File: src/adx_consts.svh
// Offsets, field positions, reset values and limits of the data exchange block
`ifndef ADX_CONSTS_SVH
`define ADX_CONSTS_SVH

// Byte offsets from the second module base
`define ADX_CTRL_OFS 8'h30
`define ADX_IN1L_OFS 8'h34
`define ADX_IN3L_OFS 8'h44
`define ADX_IN1R_OFS 8'h54
`define ADX_IN3R_OFS 8'h64
`define ADX_ST_OFS 8'h74
`define ADX_OUT1L_OFS 8'h34
`define ADX_OUT1R_OFS 8'h44
`define ADX_OUT2L_OFS 8'h54
`define ADX_OUT2R_OFS 8'h64
`define ADX_IRQ_STAT_OFS 8'h84
`define ADX_IRQ_CLR_OFS 8'h88
`define ADX_IRQ_EN_OFS 8'h8c
`define ADX_LEVEL_OFS 8'h90
// Span of a multiple-decoded window, last word minus first
`define ADX_WIN_SPAN 8'h0c

// Control register reset value and writable bits
`define ADX_CTRL_RST 32'h0000_0000
`define ADX_CTRL_MASK 32'h00ff_ffff

// Control field positions, ports indexed 0..2 for in1, in2, in3
`define ADX_SEL1_HI 12
`define ADX_SEL1_LO 0
`define ADX_SEL2_HI 13
`define ADX_SEL2_LO 3
`define ADX_SEL3_LO 16
`define ADX_ZERO1 10
`define ADX_ZERO2 11
`define ADX_ZERO3 23
`define ADX_RST1 8
`define ADX_RST2 9
`define ADX_RST3 22
`define ADX_THR1_LO 6
`define ADX_THR2_LO 14
`define ADX_THR3_LO 20

// FIFO geometry and full thresholds
`define ADX_DEPTH 3'd6
`define ADX_LAST_SLOT 3'd5
`define ADX_FLUSH_LEVEL 3'd1
`define ADX_THR_00 3'd1
`define ADX_THR_01 3'd2
`define ADX_THR_10 3'd3
`define ADX_THR_11 3'd6

// Interrupt events: full rise per port, then overflow per port
`define ADX_NUM_EVT 6
`define ADX_EVT_OVF_LO 3

`endif

File: src/adx_pkg.sv
// Types shared by the data exchange block
package adx_pkg;

    typedef logic [19:0] adx_sample_t;
    typedef logic [2:0] adx_count_t;

    typedef enum logic [3:0] {
        ADX_SRC_OFF = 4'h0,
        ADX_SRC_OUT_ONE = 4'h1,
        ADX_SRC_OUT_TWO = 4'h2,
        ADX_SRC_UNUSED = 4'h3,
        ADX_SRC_SERIAL_RX_ONE = 4'h4,
        ADX_SRC_SERIAL_RX_THREE = 4'h5,
        ADX_SRC_SERIAL_RX_FOUR = 4'h6,
        ADX_SRC_DIGITAL_RX_ONE = 4'h7,
        ADX_SRC_DIGITAL_RX_TWO = 4'h8
    } adx_src_e;

endpackage : adx_pkg

File: src/adx_in_fifo.sv
// One channel of an input FIFO: six samples, flush to one remaining
`timescale 1ns/100ps
`include "adx_consts.svh"
module adx_in_fifo
    import adx_pkg::*;
(
    input wire logic mclk,
    input wire logic rstn,
    input wire logic push,
    input wire adx_sample_t push_data,
    input wire logic pop,
    input wire logic flush,
    output adx_sample_t head,
    output adx_count_t level,
    output logic overflow
);

    adx_sample_t mem [6];
    adx_count_t wr_ptr;
    adx_count_t rd_ptr;
    logic do_push;
    logic do_pop;

    function automatic adx_count_t adx_inc(input adx_count_t p);
        adx_inc = (p == `ADX_LAST_SLOT) ? 3'h0 : 3'(p + 3'h1);
    endfunction : adx_inc

    // A push into a full FIFO is dropped unless a pop frees the slot
    assign do_pop = pop && (level != 3'h0) && !flush;
    assign do_push = push && !flush && ((level != `ADX_DEPTH) || do_pop);
    assign overflow = push && !flush && !do_push;
    assign head = mem[rd_ptr];

    // Pointers and fill; flush keeps the oldest sample as the one left
    always_ff @(posedge mclk or negedge rstn) begin
        if (!rstn) begin
            wr_ptr <= 3'h0;
            rd_ptr <= 3'h0;
            level <= 3'h0;
        end else if (flush) begin
            wr_ptr <= adx_inc(rd_ptr);
            level <= `ADX_FLUSH_LEVEL;
        end else begin
            if (do_push) begin
                wr_ptr <= adx_inc(wr_ptr);
            end
            if (do_pop) begin
                rd_ptr <= adx_inc(rd_ptr);
            end
            level <= 3'(level + {2'h0, do_push} - {2'h0, do_pop});
        end
    end

    // Sample storage, cleared so a flushed FIFO never reads unknowns
    always_ff @(posedge mclk or negedge rstn) begin
        if (!rstn) begin
            for (int i = 0; i < 6; i++) begin
                mem[i] <= 20'h0;
            end
        end else if (do_push) begin
            mem[wr_ptr] <= push_data;
        end
    end

endmodule : adx_in_fifo

File: src/adx_irq.sv
// Sticky interrupt status with enable and write-one-to-clear
`timescale 1ns/100ps
`include "adx_consts.svh"
module adx_irq
    import adx_pkg::*;
(
    input wire logic mclk,
    input wire logic rstn,
    input wire logic [`ADX_NUM_EVT-1:0] event_in,
    input wire logic clr_wr,
    input wire logic en_wr,
    input wire logic [`ADX_NUM_EVT-1:0] wr_bits,
    output logic [`ADX_NUM_EVT-1:0] status,
    output logic [`ADX_NUM_EVT-1:0] enable,
    output logic irq
);

    logic [`ADX_NUM_EVT-1:0] clr_bits;
    logic [`ADX_NUM_EVT-1:0] next_status;

    // A new event beats a clear in the same cycle
    assign clr_bits = clr_wr ? wr_bits : '0;
    assign next_status = (status & ~clr_bits) | event_in;

    always_ff @(posedge mclk or negedge rstn) begin
        if (!rstn) begin
            status <= '0;
            enable <= '0;
            irq <= 1'b0;
        end else begin
            status <= next_status;
            if (en_wr) begin
                enable <= wr_bits;
            end
            irq <= |(status & enable);
        end
    end

endmodule : adx_irq

File: src/adx_exchange.sv
// Processor data exchange: output data ports and three input FIFOs
//
// Functional notes
// - Output port one: left and right registers, each at four word addresses.
// - Output port two behaves like port one and feeds the audio FIFOs.
// - Output port three: one stereo register, 16-bit halves, four addresses.
// - Input port one source chosen by control bits 12 and 2:0.
// - Input port two: stereo 16-bit halves, source by bits 13 and 5:3.
// - Input port three like port one, source by control bits 19:16.
// - Every input FIFO holds six samples and has a programmable full level.
// - Zero bit set makes reads of that input port return zero.
// - Reset bit set holds that FIFO at one sample remaining.
// - Full select codes 00..11 mean at least 1, 2, 3 or 6 samples.
// - Control register lives at 0x30 and resets to zero, sources off.
// - Left and right data registers carry twenty sample bits in the given 32-bit format.
`timescale 1ns/100ps
`include "adx_consts.svh"
module adx_exchange
    import adx_pkg::*;
(
    input wire logic mclk,
    input wire logic rstn,
    input wire logic [7:0] addr,
    input wire logic [31:0] wdata,
    input wire logic wr,
    input wire logic rd,
    output logic [31:0] rdata,
    input wire logic [4:0] rx_left_valid,
    input wire logic [4:0][19:0] rx_left_data,
    input wire logic [4:0] rx_right_valid,
    input wire logic [4:0][19:0] rx_right_data,
    output logic out1_left_valid,
    output adx_sample_t out1_left_data,
    output logic out1_right_valid,
    output adx_sample_t out1_right_data,
    output logic out2_left_valid,
    output adx_sample_t out2_left_data,
    output logic out2_right_valid,
    output adx_sample_t out2_right_data,
    output logic out3_valid,
    output adx_sample_t out3_left_data,
    output adx_sample_t out3_right_data,
    output logic irq
);

    ////////////////////////////////////////////////////////////////////////
    // Helpers

    // True for the four word addresses of one multiple-decoded window
    function automatic logic adx_win(input logic [7:0] a,
                                     input logic [7:0] base);
        adx_win = (a >= base) && (a <= 8'(base + `ADX_WIN_SPAN))
                  && (a[1:0] == 2'h0);
    endfunction : adx_win

    // Twenty-bit sample in the left/right register layout
    function automatic logic [31:0] adx_fmt(input adx_sample_t s);
        adx_fmt = {~s[19], s[19], s, 10'h0};
    endfunction : adx_fmt

    // Full threshold for a two-bit select code
    function automatic adx_count_t adx_thr(input logic [1:0] code);
        case (code)
            2'h0: adx_thr = `ADX_THR_00;
            2'h1: adx_thr = `ADX_THR_01;
            2'h2: adx_thr = `ADX_THR_10;
            default: adx_thr = `ADX_THR_11;
        endcase
    endfunction : adx_thr

    ////////////////////////////////////////////////////////////////////////
    // Declarations

    logic [31:0] data_in_source_control;
    logic [31:0] next_rdata;
    logic ctrl_wr;
    logic [3:0] sel [3];
    logic [2:0] zero;
    logic [2:0] flush;
    logic [2:0] full;
    logic [2:0] full_q;
    logic [2:0] push_l;
    logic [2:0] push_r;
    logic [2:0] pop_l;
    logic [2:0] pop_r;
    logic [2:0] ovf_l;
    logic [2:0] ovf_r;
    adx_sample_t pdata_l [3];
    adx_sample_t pdata_r [3];
    adx_sample_t head_l [3];
    adx_sample_t head_r [3];
    adx_count_t lvl_l [3];
    adx_count_t lvl_r [3];
    logic [1:0] thr_code [3];
    logic [15:0] src_lv;
    logic [15:0] src_rv;
    logic [15:0][19:0] src_ld;
    logic [15:0][19:0] src_rd;
    logic [`ADX_NUM_EVT-1:0] evt;
    logic [`ADX_NUM_EVT-1:0] irq_stat;
    logic [`ADX_NUM_EVT-1:0] irq_en;
    logic [31:0] level_word;
    logic w_out1l, w_out1r, w_out2l, w_out2r, w_out3;
    logic r_in1l, r_in1r, r_in3l, r_in3r, r_st;

    ////////////////////////////////////////////////////////////////////////
    // Address decode

    // Input and output ports share windows; the strobe picks the direction
    assign ctrl_wr = wr && (addr == `ADX_CTRL_OFS);
    assign w_out1l = wr && adx_win(addr, `ADX_OUT1L_OFS);
    assign w_out1r = wr && adx_win(addr, `ADX_OUT1R_OFS);
    assign w_out2l = wr && adx_win(addr, `ADX_OUT2L_OFS);
    assign w_out2r = wr && adx_win(addr, `ADX_OUT2R_OFS);
    assign w_out3 = wr && adx_win(addr, `ADX_ST_OFS);
    assign r_in1l = rd && adx_win(addr, `ADX_IN1L_OFS);
    assign r_in1r = rd && adx_win(addr, `ADX_IN1R_OFS);
    assign r_in3l = rd && adx_win(addr, `ADX_IN3L_OFS);
    assign r_in3r = rd && adx_win(addr, `ADX_IN3R_OFS);
    assign r_st = rd && adx_win(addr, `ADX_ST_OFS);

    ////////////////////////////////////////////////////////////////////////
    // Control register

    always_ff @(posedge mclk or negedge rstn) begin
        if (!rstn) begin
            data_in_source_control <= `ADX_CTRL_RST;
        end else if (ctrl_wr) begin
            data_in_source_control <= wdata & `ADX_CTRL_MASK;
        end
    end

    // Control fields per input port
    assign sel[0] = {data_in_source_control[`ADX_SEL1_HI],
                     data_in_source_control[`ADX_SEL1_LO +: 3]};
    assign sel[1] = {data_in_source_control[`ADX_SEL2_HI],
                     data_in_source_control[`ADX_SEL2_LO +: 3]};
    assign sel[2] = data_in_source_control[`ADX_SEL3_LO +: 4];
    assign zero = {data_in_source_control[`ADX_ZERO3],
                   data_in_source_control[`ADX_ZERO2],
                   data_in_source_control[`ADX_ZERO1]};
    assign flush = {data_in_source_control[`ADX_RST3],
                    data_in_source_control[`ADX_RST2],
                    data_in_source_control[`ADX_RST1]};
    assign thr_code[0] = data_in_source_control[`ADX_THR1_LO +: 2];
    assign thr_code[1] = data_in_source_control[`ADX_THR2_LO +: 2];
    assign thr_code[2] = data_in_source_control[`ADX_THR3_LO +: 2];

    ////////////////////////////////////////////////////////////////////////
    // Output data ports

    // Ports one and two keep only the twenty significant bits; low bits are disregarded
    always_ff @(posedge mclk or negedge rstn) begin
        if (!rstn) begin
            out1_left_data <= 20'h0;
            out1_right_data <= 20'h0;
            out2_left_data <= 20'h0;
            out2_right_data <= 20'h0;
            out3_left_data <= 20'h0;
            out3_right_data <= 20'h0;
        end else begin
            if (w_out1l) out1_left_data <= wdata[29:10];
            if (w_out1r) out1_right_data <= wdata[29:10];
            if (w_out2l) out2_left_data <= wdata[29:10];
            if (w_out2r) out2_right_data <= wdata[29:10];
            if (w_out3) begin
                out3_left_data <= {wdata[31:16], 4'h0};
                out3_right_data <= {wdata[15:0], 4'h0};
            end
        end
    end

    // One-cycle strobes announce each written sample to the audio FIFOs
    always_ff @(posedge mclk or negedge rstn) begin
        if (!rstn) begin
            out1_left_valid <= 1'b0;
            out1_right_valid <= 1'b0;
            out2_left_valid <= 1'b0;
            out2_right_valid <= 1'b0;
            out3_valid <= 1'b0;
        end else begin
            out1_left_valid <= w_out1l;
            out1_right_valid <= w_out1r;
            out2_left_valid <= w_out2l;
            out2_right_valid <= w_out2r;
            out3_valid <= w_out3;
        end
    end

    ////////////////////////////////////////////////////////////////////////
    // Source multiplexers

    // Codes 0, 3 and above 8 select nothing, so no sample is pushed
    assign src_lv = {7'h0, rx_left_valid, 1'b0, out2_left_valid,
                     out1_left_valid, 1'b0};
    assign src_rv = {7'h0, rx_right_valid, 1'b0, out2_right_valid,
                     out1_right_valid, 1'b0};
    assign src_ld = {{7{20'h0}}, rx_left_data, 20'h0, out2_left_data,
                     out1_left_data, 20'h0};
    assign src_rd = {{7{20'h0}}, rx_right_data, 20'h0, out2_right_data,
                     out1_right_data, 20'h0};

    ////////////////////////////////////////////////////////////////////////
    // Input FIFOs, a left and a right half for each port

    // Port two pops both halves on one read, keeping them paired
    assign pop_l = {r_in3l, r_st, r_in1l};
    assign pop_r = {r_in3r, r_st, r_in1r};

    for (genvar p = 0; p < 3; p++) begin : g_port
        assign push_l[p] = src_lv[sel[p]];
        assign push_r[p] = src_rv[sel[p]];
        assign pdata_l[p] = src_ld[sel[p]];
        assign pdata_r[p] = src_rd[sel[p]];
        // Full follows the left half only; the right half level lvl_r is ignored
        assign full[p] = lvl_l[p] >= adx_thr(thr_code[p]);

        adx_in_fifo u_left (
            .mclk(mclk),
            .rstn(rstn),
            .push(push_l[p]),
            .push_data(pdata_l[p]),
            .pop(pop_l[p]),
            .flush(flush[p]),
            .head(head_l[p]),
            .level(lvl_l[p]),
            .overflow(ovf_l[p])
        );

        adx_in_fifo u_right (
            .mclk(mclk),
            .rstn(rstn),
            .push(push_r[p]),
            .push_data(pdata_r[p]),
            .pop(pop_r[p]),
            .flush(flush[p]),
            .head(head_r[p]),
            .level(lvl_r[p]),
            .overflow(ovf_r[p])
        );
    end

    ////////////////////////////////////////////////////////////////////////
    // Interrupts

    // Edge of full, so a FIFO sitting full raises its bit only once
    always_ff @(posedge mclk or negedge rstn) begin
        if (!rstn) begin
            full_q <= 3'h0;
        end else begin
            full_q <= full;
        end
    end

    assign evt = {ovf_l | ovf_r, full & ~full_q};

    adx_irq u_irq (
        .mclk(mclk),
        .rstn(rstn),
        .event_in(evt),
        .clr_wr(wr && (addr == `ADX_IRQ_CLR_OFS)),
        .en_wr(wr && (addr == `ADX_IRQ_EN_OFS)),
        .wr_bits(wdata[`ADX_NUM_EVT-1:0]),
        .status(irq_stat),
        .enable(irq_en),
        .irq(irq)
    );

    ////////////////////////////////////////////////////////////////////////
    // Read data

    assign level_word = {14'h0, lvl_r[2], lvl_l[2], lvl_r[1], lvl_l[1],
                         lvl_r[0], lvl_l[0]};

    // Zeroed ports still pop, so the stream keeps its pace while muted
    assign next_rdata =
        !rd ? 32'h0 :
        (addr == `ADX_CTRL_OFS) ? data_in_source_control :
        r_in1l ? (zero[0] ? 32'h0 : adx_fmt(head_l[0])) :
        r_in1r ? (zero[0] ? 32'h0 : adx_fmt(head_r[0])) :
        r_in3l ? (zero[2] ? 32'h0 : adx_fmt(head_l[2])) :
        r_in3r ? (zero[2] ? 32'h0 : adx_fmt(head_r[2])) :
        r_st ? (zero[1] ? 32'h0 :
                {head_l[1][19:4], head_r[1][19:4]}) :
        (addr == `ADX_IRQ_STAT_OFS) ? {26'h0, irq_stat} :
        (addr == `ADX_IRQ_EN_OFS) ? {26'h0, irq_en} :
        (addr == `ADX_LEVEL_OFS) ? level_word :
        32'h0;

    // Read data stand only in the cycle after the strobe
    always_ff @(posedge mclk or negedge rstn) begin
        if (!rstn) begin
            rdata <= 32'h0;
        end else begin
            rdata <= next_rdata;
        end
    end
endmodule : adx_exchange

File: config.mk
export PLATFORM = sky130hd
export DESIGN_NAME = adx_exchange
export DESIGN_NICKNAME = d
export VERILOG_FILES = /design/src/adx_pkg.sv /design/src/adx_in_fifo.sv /design/src/adx_irq.sv /design/src/adx_exchange.sv
export VERILOG_INCLUDE_DIRS = /design/src
export SDC_FILE = /design/constraint.sdc
export NUM_CORES = 2
export LEC_CHECK = 0
export BUFFER_PORTS_ARGS = -buffer_cell sky130_fd_sc_hd__buf_2
export CORE_MARGIN = 2
export CORE_UTILIZATION = 37
export CTS_BUF_LIST = sky130_fd_sc_hd__clkbuf_4 sky130_fd_sc_hd__clkbuf_8 sky130_fd_sc_hd__clkbuf_16
export DETAILED_ROUTE_END_ITERATION = 10
export GPL_TIMING_DRIVEN = 0
export PLACE_DENSITY_LB_ADDON = 0.25
export SYNTH_ARGS = -nofsm -noshare
export SYNTH_HDL_FRONTEND = slang
export SYNTH_SLANG_ARGS = --single-unit
File: constraint.sdc
create_clock -name mclk -period 3.9 [get_ports mclk]
set_clock_uncertainty 0.05 [all_clocks]
set_input_delay 0.78 -clock mclk [delete_from_list [all_inputs] [get_ports mclk]]
set_output_delay 0.78 -clock mclk [all_outputs]
set_load 0.005 [all_outputs]
* Word-level counts from Yosys, hierarchy flattened
Index checks and enable logic that the tools add are counted.
Storage, ports and cells: register bits after elaboration 963, word-level logic and storage cells 390
Cells by class: add/subtract/negate cells 24, $lt $le $gt $ge 34, equal/unequal tests 29, muxes and demuxes 109, bitwise operators 26, reduce and logical (&&, ||, !) cells 97
Operators with widths (count):
- bitwise mux 120 bit | 6
- binary-select mux 20 bit (select 4 bit) | 6
- two-way mux 20 bit | 24
- two-way mux 32 bit | 12
- binary-select mux 20 bit (select 3 bit) | 6
- demux 20 bit (select 3 bit) | 6
- two-way mux 3 bit | 30
- logical AND 1 bit | 59
- two-way mux 18 bit | 3
- greater-or-equal comparator 4 bit (second input constant) | 12
- inverter 3 -> 4 bit | 12
- adder 3 x 1 -> 3 bit (second input constant) | 12
- == test 3 bit (second input constant) | 12
- == test 8 bit (second input constant) | 4
- greater-or-equal comparator 8 x 7 -> 1 bit (second input constant) | 4
- <= comparator 8 x 7 -> 1 bit (second input constant) | 4
- case mux 3 bit (3 select lines) | 3
- binary-select mux 1 bit (select 4 bit) | 6
- < comparator 4 x 1 -> 1 bit (second input constant) | 6
- adder 3 x 1 -> 3 bit | 6
- inequality test 3 bit (second input constant) | 6
- nonzero test 3 bit | 6
- subtractor 3 x 1 -> 3 bit | 6
- < comparator 4 x 5 -> 1 bit (second input constant) | 3
- other kinds (21) | 65

* Longest topological paths before layout
depth after elaboration 12, depth in mapped cells 15, mapped depth without buffers 13

* Hierarchy
Synthesis repeated with hierarchy kept, for this count alone.
Second synthesis, totals: cell total of the unflattened synthesis 4030, area total of the unflattened synthesis 51445.6 sq um
By module, submodules not included:
- adx_in_fifo (g_port[0].u_right ...) | times used 4, cells an instance 406, area each 5967.0 sq um, seq. area each 3228.1 sq um
- adx_exchange | times used 1, cells an instance 1567, area each 14910.6 sq um, seq. area each 4404.2 sq um
- adx_in_fifo (g_port[2].u_right) | times used 1, cells an instance 402, area each 6150.9 sq um, seq. area each 3228.1 sq um
- adx_in_fifo (g_port[0].u_left) | times used 1, cells an instance 401, area each 5994.5 sq um, seq. area each 3228.1 sq um
- adx_irq | times used 1, cells an instance 36, area each 521.8 sq um, seq. area each 325.3 sq um

* Worst setup path before layout
Ideal clock, no wire load.
path type input to register, start input addr[7], end register g_port[0].u_left.level[2], setup time 130 ps, arrival time 3427 ps, required time 3720 ps, slack 292 ps, stages on the path 14, buffers on the path 2, cell sequence clkbuf_1 or3_1 a21o_1 or4_1 clkbuf_1 inv_1 ha_1 inv_1 ha_1 inv_1 fa_1 xor2_1 xnor2_1 nor2_1
On the way: cells in the longest elaborated chain, start to end 11
Ends and longest elaborated chain:
- from (decl) | line adx_exchange.sv:23 | input wire logic [7:0] addr,
- greater-or-equal comparator 8 x 6 -> 1 bit or <= comparator 8 x 7 -> 1 bit (tied branches) | line adx_exchange.sv:52 | adx_win = (a >= base) && (a <= 8'(base + `ADX_WIN_SPAN))
- logical AND 1 bit * (2 in a row) | line adx_exchange.sv:52
- logical AND 1 bit * | line adx_exchange.sv:116 | assign r_in1l = rd && adx_win(addr, `ADX_IN1L_OFS);
- logical AND 1 bit * (2 in a row) | line adx_in_fifo.sv:29 | assign do_pop = pop && (level != 3'h0) && !flush;
- logical OR 1 bit | line adx_in_fifo.sv:30 | assign do_push = push && !flush && ((level != `ADX_DEPTH) || do_pop);
- logical AND 1 bit | line adx_in_fifo.sv:30
- adder 3 x 1 -> 3 bit | line adx_in_fifo.sv:50 | level <= 3'(level + {2'h0, do_push} - {2'h0, do_pop});
- subtractor 3 x 1 -> 3 bit * | line adx_in_fifo.sv:50
- two-way mux 3 bit * | line adx_in_fifo.sv:40 | end else if (flush) begin
- to (signal assigned) | line adx_in_fifo.sv:42 | level <= `ADX_FLUSH_LEVEL;
- to (signal assigned) | line adx_in_fifo.sv:50
- to (decl) | line adx_in_fifo.sv:14 | output adx_count_t level,
Every way passes the cells marked *; elsewhere a longest branch is shown, timed or not. A chain may end at the register's enable or synchronous reset.

* Worst setup path after layout
start register data_in_source_control[1], end register g_port[0].u_left.mem[116] in the netlist's numbering
On the way: cells in the longest elaborated chain, start to end 4
Ends and longest elaborated chain:
- from (decl) | line adx_exchange.sv:74 | logic [31:0] data_in_source_control;
- from (signal assigned) | line adx_exchange.sv:127 | data_in_source_control <= `ADX_CTRL_RST;
- from (signal assigned) | line adx_exchange.sv:129 | data_in_source_control <= wdata & `ADX_CTRL_MASK;
- binary-select mux 1 bit (select 4 bit) | line adx_exchange.sv:211 | assign push_l[p] = src_lv[sel[p]];
- two-way mux 1 bit (not written as such) | line adx_exchange.sv:211
- logical AND 1 bit (2 in a row) | line adx_in_fifo.sv:30
- to (signal, indexed assignment) | line adx_in_fifo.sv:61 | mem[wr_ptr] <= push_data;
- to (decl) | line adx_in_fifo.sv:18 | adx_sample_t mem [6];
Parallel ways exist; a longest one is shown, timed or not. The select of a mux whose other input is x is not followed.

==> metrics.md <==
| Metric | Value |
|---|---|
| Outcome | finished with violations |
| Failing checks | DRC, capacitance limit, slew limit, setup timing |
| Initial Util | 37.3% |
| WS Path Type | flip-flop to flip-flop |
| Vias | 36600 |
| Avg Inst Size Synth | 12.6 um2 |
| Main flop type after synthesis | dfrtp_1 |
| Asr flop ratio synth | 100% |
| Max_cap viols | 1 |
| Site Rows | 131 |
| Worst-Margin Slew | 1.56 ns |
| Crit. End Element | flip-flop |
| CTS Buf Count | 104 |
| Vias in the first global route | 35800 |
| Top-level I/O count | 412 |
| FF-to-FF Start | data_in_source_control[1]$_DFFE_PN0P_ |
| Fillers | 12000 |
| Worst EP required | 4.50 ns |
| Post-synthesis adder-cell area fraction | 0.806% |
| Maximum VDD drop | 0.369 mV |
| Mapped Cells | 3772 |
| EDFF count, synth | 0 |
| Worst-Skew Late Latency | 0.75 ns |
| Max frequency | 247 MHz |
| CTS tree | built |
| Routed Antenna Nets | 0 |
| Fin Hold WS | 0.0163 ns |
| Placed inst area | 52000 um2 |
| Final wirelength | 197000 um |
| Final Wtd Congestion | 1.04 |
| Setup violators final | 55 |
| Clk sinks | 915 |
| Register area share after synthesis | 48.2% |
| Fin nets | 4579 |
| Tcrit/Tclk final | 104% |
| Worst setup path start | data_in_source_control[1]$_DFFE_PN0P_ |
| Library cells used by synthesis | 78 |
| Total power | 0.0270 W |
| Final core utilization | 43.8% |
| CTS Buffer Depth | 3 |
| GR Util All Layers | 29.7% |
| Max-slew violations | 7 |
| 1st-pass router iterations | 11 |
| Post-place setup slack | -0.780 ns |
| Total global routing overflow | 0 |
| Post-Syn Area | 47500 um2 |
| Static leakage | 25.7 nW |
| Worst hold path type | input port to asynchronous set/reset pin |
| CP max FO | 10 |
| Compound-Gate Fraction of Synth Area | 8.84% |
| RSZ-0062 raised after global routing | true |
| Layout cell share with drive strength beyond 1 | 40.4% |
| Die area | 131000 um2 |
| Port bufs | 401 |
| Layout Area Growth over Synthesis | 17.5% |
| DP HPWL | 154000 um |
| Clock transition at path regs | 0.06 ns |
| Warnings, synthesis | 0 |
| FF+latch count, synth | 915 |
| Rel. slew slack | -5.16% |
| Clock root cell | clkbuf_16 |
| Main combinational cell family by area after synthesis | multiplexers |
| Post-CTS Hold Buffers | 0 |
| Die W | 362 um |
| Finished layout cell area | 55800 um2 |
| Vert. Die Dim | 362 um |
| Vias per cell | 6.02 |
| Mux contribution to synthesized area | 32.9% |
| Tmin final | 4.05 ns |
| Simple logic cell fraction of the synthesized area | 5.60% |
| WP data arrival | 4.65 ns |
| First-pass GRT wire length | 275000 um |
| CTS H-tree depth | 3 |
| CP Launch Type | flip-flop |
| PwrDens | 485 nW/um2 |
| DRT iter0 DRCs | 4253 |
| XOR/XNOR share of the synthesized area | 0.405% |
| Core Region | 128000 um2 |
| Pin count of the biggest net entering global routing | 120 |
| Initial antenna violation count | 84 |
| Final hold viol count | 0 |
| WL/cell | 32.5 um |
| Drt drc | 8 |
| Final worst slack | -0.151 ns |
-- worst paths after layout --
kind | slack, ns | to | cells past startpoint
min in group mclk | 0.23 | out3_left_data[19]$_DFFE_PN0P_ | 2
worst min-delay path | 0.02 | out3_left_data[16]$_DFFE_PN0P_ | 1
worst min register to register | 0.45 | g_port[1].u_right.mem[77]$_DFFE_PN0P_ | 1
worst max register to register | -0.15 | g_port[0].u_left.mem[116]$_DFFE_PN0P_ | 6
worst max-delay path | -0.15 | g_port[0].u_left.mem[116]$_DFFE_PN0P_ | 6
max in group asynchronous | 2.17 | g_port[0].u_right.mem[82]$_DFFE_PN0P_ | 3
-- where the power goes --
group | internal [W] | switching (W)
combinational | 0.00215 | 0.00319
clock | 0.00631 | 0.00426
sequential | 0.0102 | 0.000901
-- kinds of logic (layout without fill, tap and decap cells) --
family                     after synthesis  count (layout)
AOI/OAI and AO/OA                      663             663
xor gates and xnor gates                22              22
adders and majority gates               27              27
buffers and inverters                  381             981
DFF                                    915             915
muxes                                 1165            1165
other                                    1              45
and+or+nand+nor                        598             598
-- placed cells by master, fill, tap and decap left out, types with 10 or more instances in the layout --
| master | instances |
|---|---|
| buf_4 | 16 |
| dfrtp_1 | 914 |
| mux2i_1 | 115 |
| bufinv_16 | 13 |
| a211oi_1 | 15 |
| clkbuf_1 | 177 |
| ha_1 | 21 |
| mux2_2 | 804 |
| nor2_1 | 172 |
| xnor2_1 | 14 |
| clkbuf_16 | 104 |
| diode_2 | 37 |
| nand3_1 | 34 |
| o21ai_1 | 55 |
| mux2_4 | 18 |
| buf_2 | 457 |
| a31oi_1 | 10 |
| clkinv_2 | 14 |
| clkbuf_8 | 19 |
| a21oi_1 | 140 |
| a22oi_1 | 151 |
| buf_1 | 28 |
| clkbuf_4 | 22 |
| o21ai_0 | 140 |
| clkbuf_2 | 13 |
| nand2b_1 | 15 |
| nand2_1 | 280 |
| inv_1 | 78 |
| o211ai_1 | 15 |
| mux4_2 | 227 |
| a222oi_1 | 10 |
| nor2b_1 | 10 |
| o22ai_1 | 43 |
| a221oi_1 | 16 |
-- routing by layer --
layer  GRT usage [%]  vias up  part of all wire (%)
met4            16.5       52                   6.5
met5               0        -                  0.17
met3            8.88      507                    10
met1            38.8    19000                    40
li1                -    15100                     -
met2            44.0     1919                    43
-- synth_stat cells, drive strengths merged (6+ instances only) --
master,number,share of area [%]
o21ai,197,2.1
nand3,34,0.36
mux2,822,20
o2bb2ai,9,0.17
a221o,8,0.17
a22o,9,0.17
nor2,173,1.4
nor3,13,0.17
a221oi,16,0.29
inv,78,0.62
dfrtp,915,48
a22oi,152,2.4
nand4,10,0.14
o211ai,15,0.24
a21o,9,0.14
a21oi,140,1.5
fa,6,0.25
o22ai,43,0.57
nand2,280,2.2
and3,7,0.092
a31oi,10,0.13
nor4,6,0.11
xor2,8,0.15
clkbuf,191,1.5
nand2b,15,0.20
or2,9,0.12
mux4,228,11
a211oi,15,0.24
nand3b,8,0.13
xnor2,14,0.26
mux2i,115,2.4
a222oi,10,0.21
nor2b,10,0.13
or3,6,0.079
buf,108,1.1
ha,21,0.55
-- registers in the layout, indices dropped and copies added (netlist names), 3 cells and up --
register and flops:
data_in_source_control 24, full_q 3, g_port.u_left.level 9, g_port.u_left.mem 336, g_port.u_left.rd_ptr 9, g_port.u_left.wr_ptr 9
g_port.u_right.level 9, g_port.u_right.mem 336, g_port.u_right.rd_ptr 9, g_port.u_right.wr_ptr 9, out1_left_data 20, out1_right_data 20
out2_left_data 20, out2_right_data 20, out3_left_data 16, out3_right_data 16, rdata 32, u_irq.enable 6
u_irq.status 6
-- critical path, cell delays in order, from the launching register on --
cell      delay, ns
dfrtp_1        0.47
clkbuf_1       0.79
clkbuf_1       0.85
mux4_2         0.41
a21oi_1        0.09
o21ai_0        0.96
mux2_2         0.31
-- timing repair --
item	4_1_cts	5_1_grt
pin swaps	1	1
buffers inserted	0	2
endpoints found under the setup margin	424	391
resized for setup	40	45
hold endpoints to repair	0	0
-- layout make-up --
type / instances / area [um2] / area share, %
diodes: 37 / 92.6 / 0.166
well taps: 1662 / 2080 / 3.73
clock buffers: 145 / 3030 / 5.43
inverters: 82 / 313 / 0.560
multi-input cells: 2483 / 23100 / 41.4
repair buffers: 420 / 2340 / 4.19
flip-flops and latches: 915 / 22900 / 41.0
clock inverters: 42 / 661 / 1.18
plain buffers: 292 / 1270 / 2.28
-- through the flow --
step                      instances    TNS, ns
after global routing           6054  -0.000694
after global placement         5842          -
after floorplan                3779          0
after CTS                      6039          0
after detailed placement       5858    -165.38
final                          6078      -2.23
Note: power is estimated with default switching activity, not from simulation.
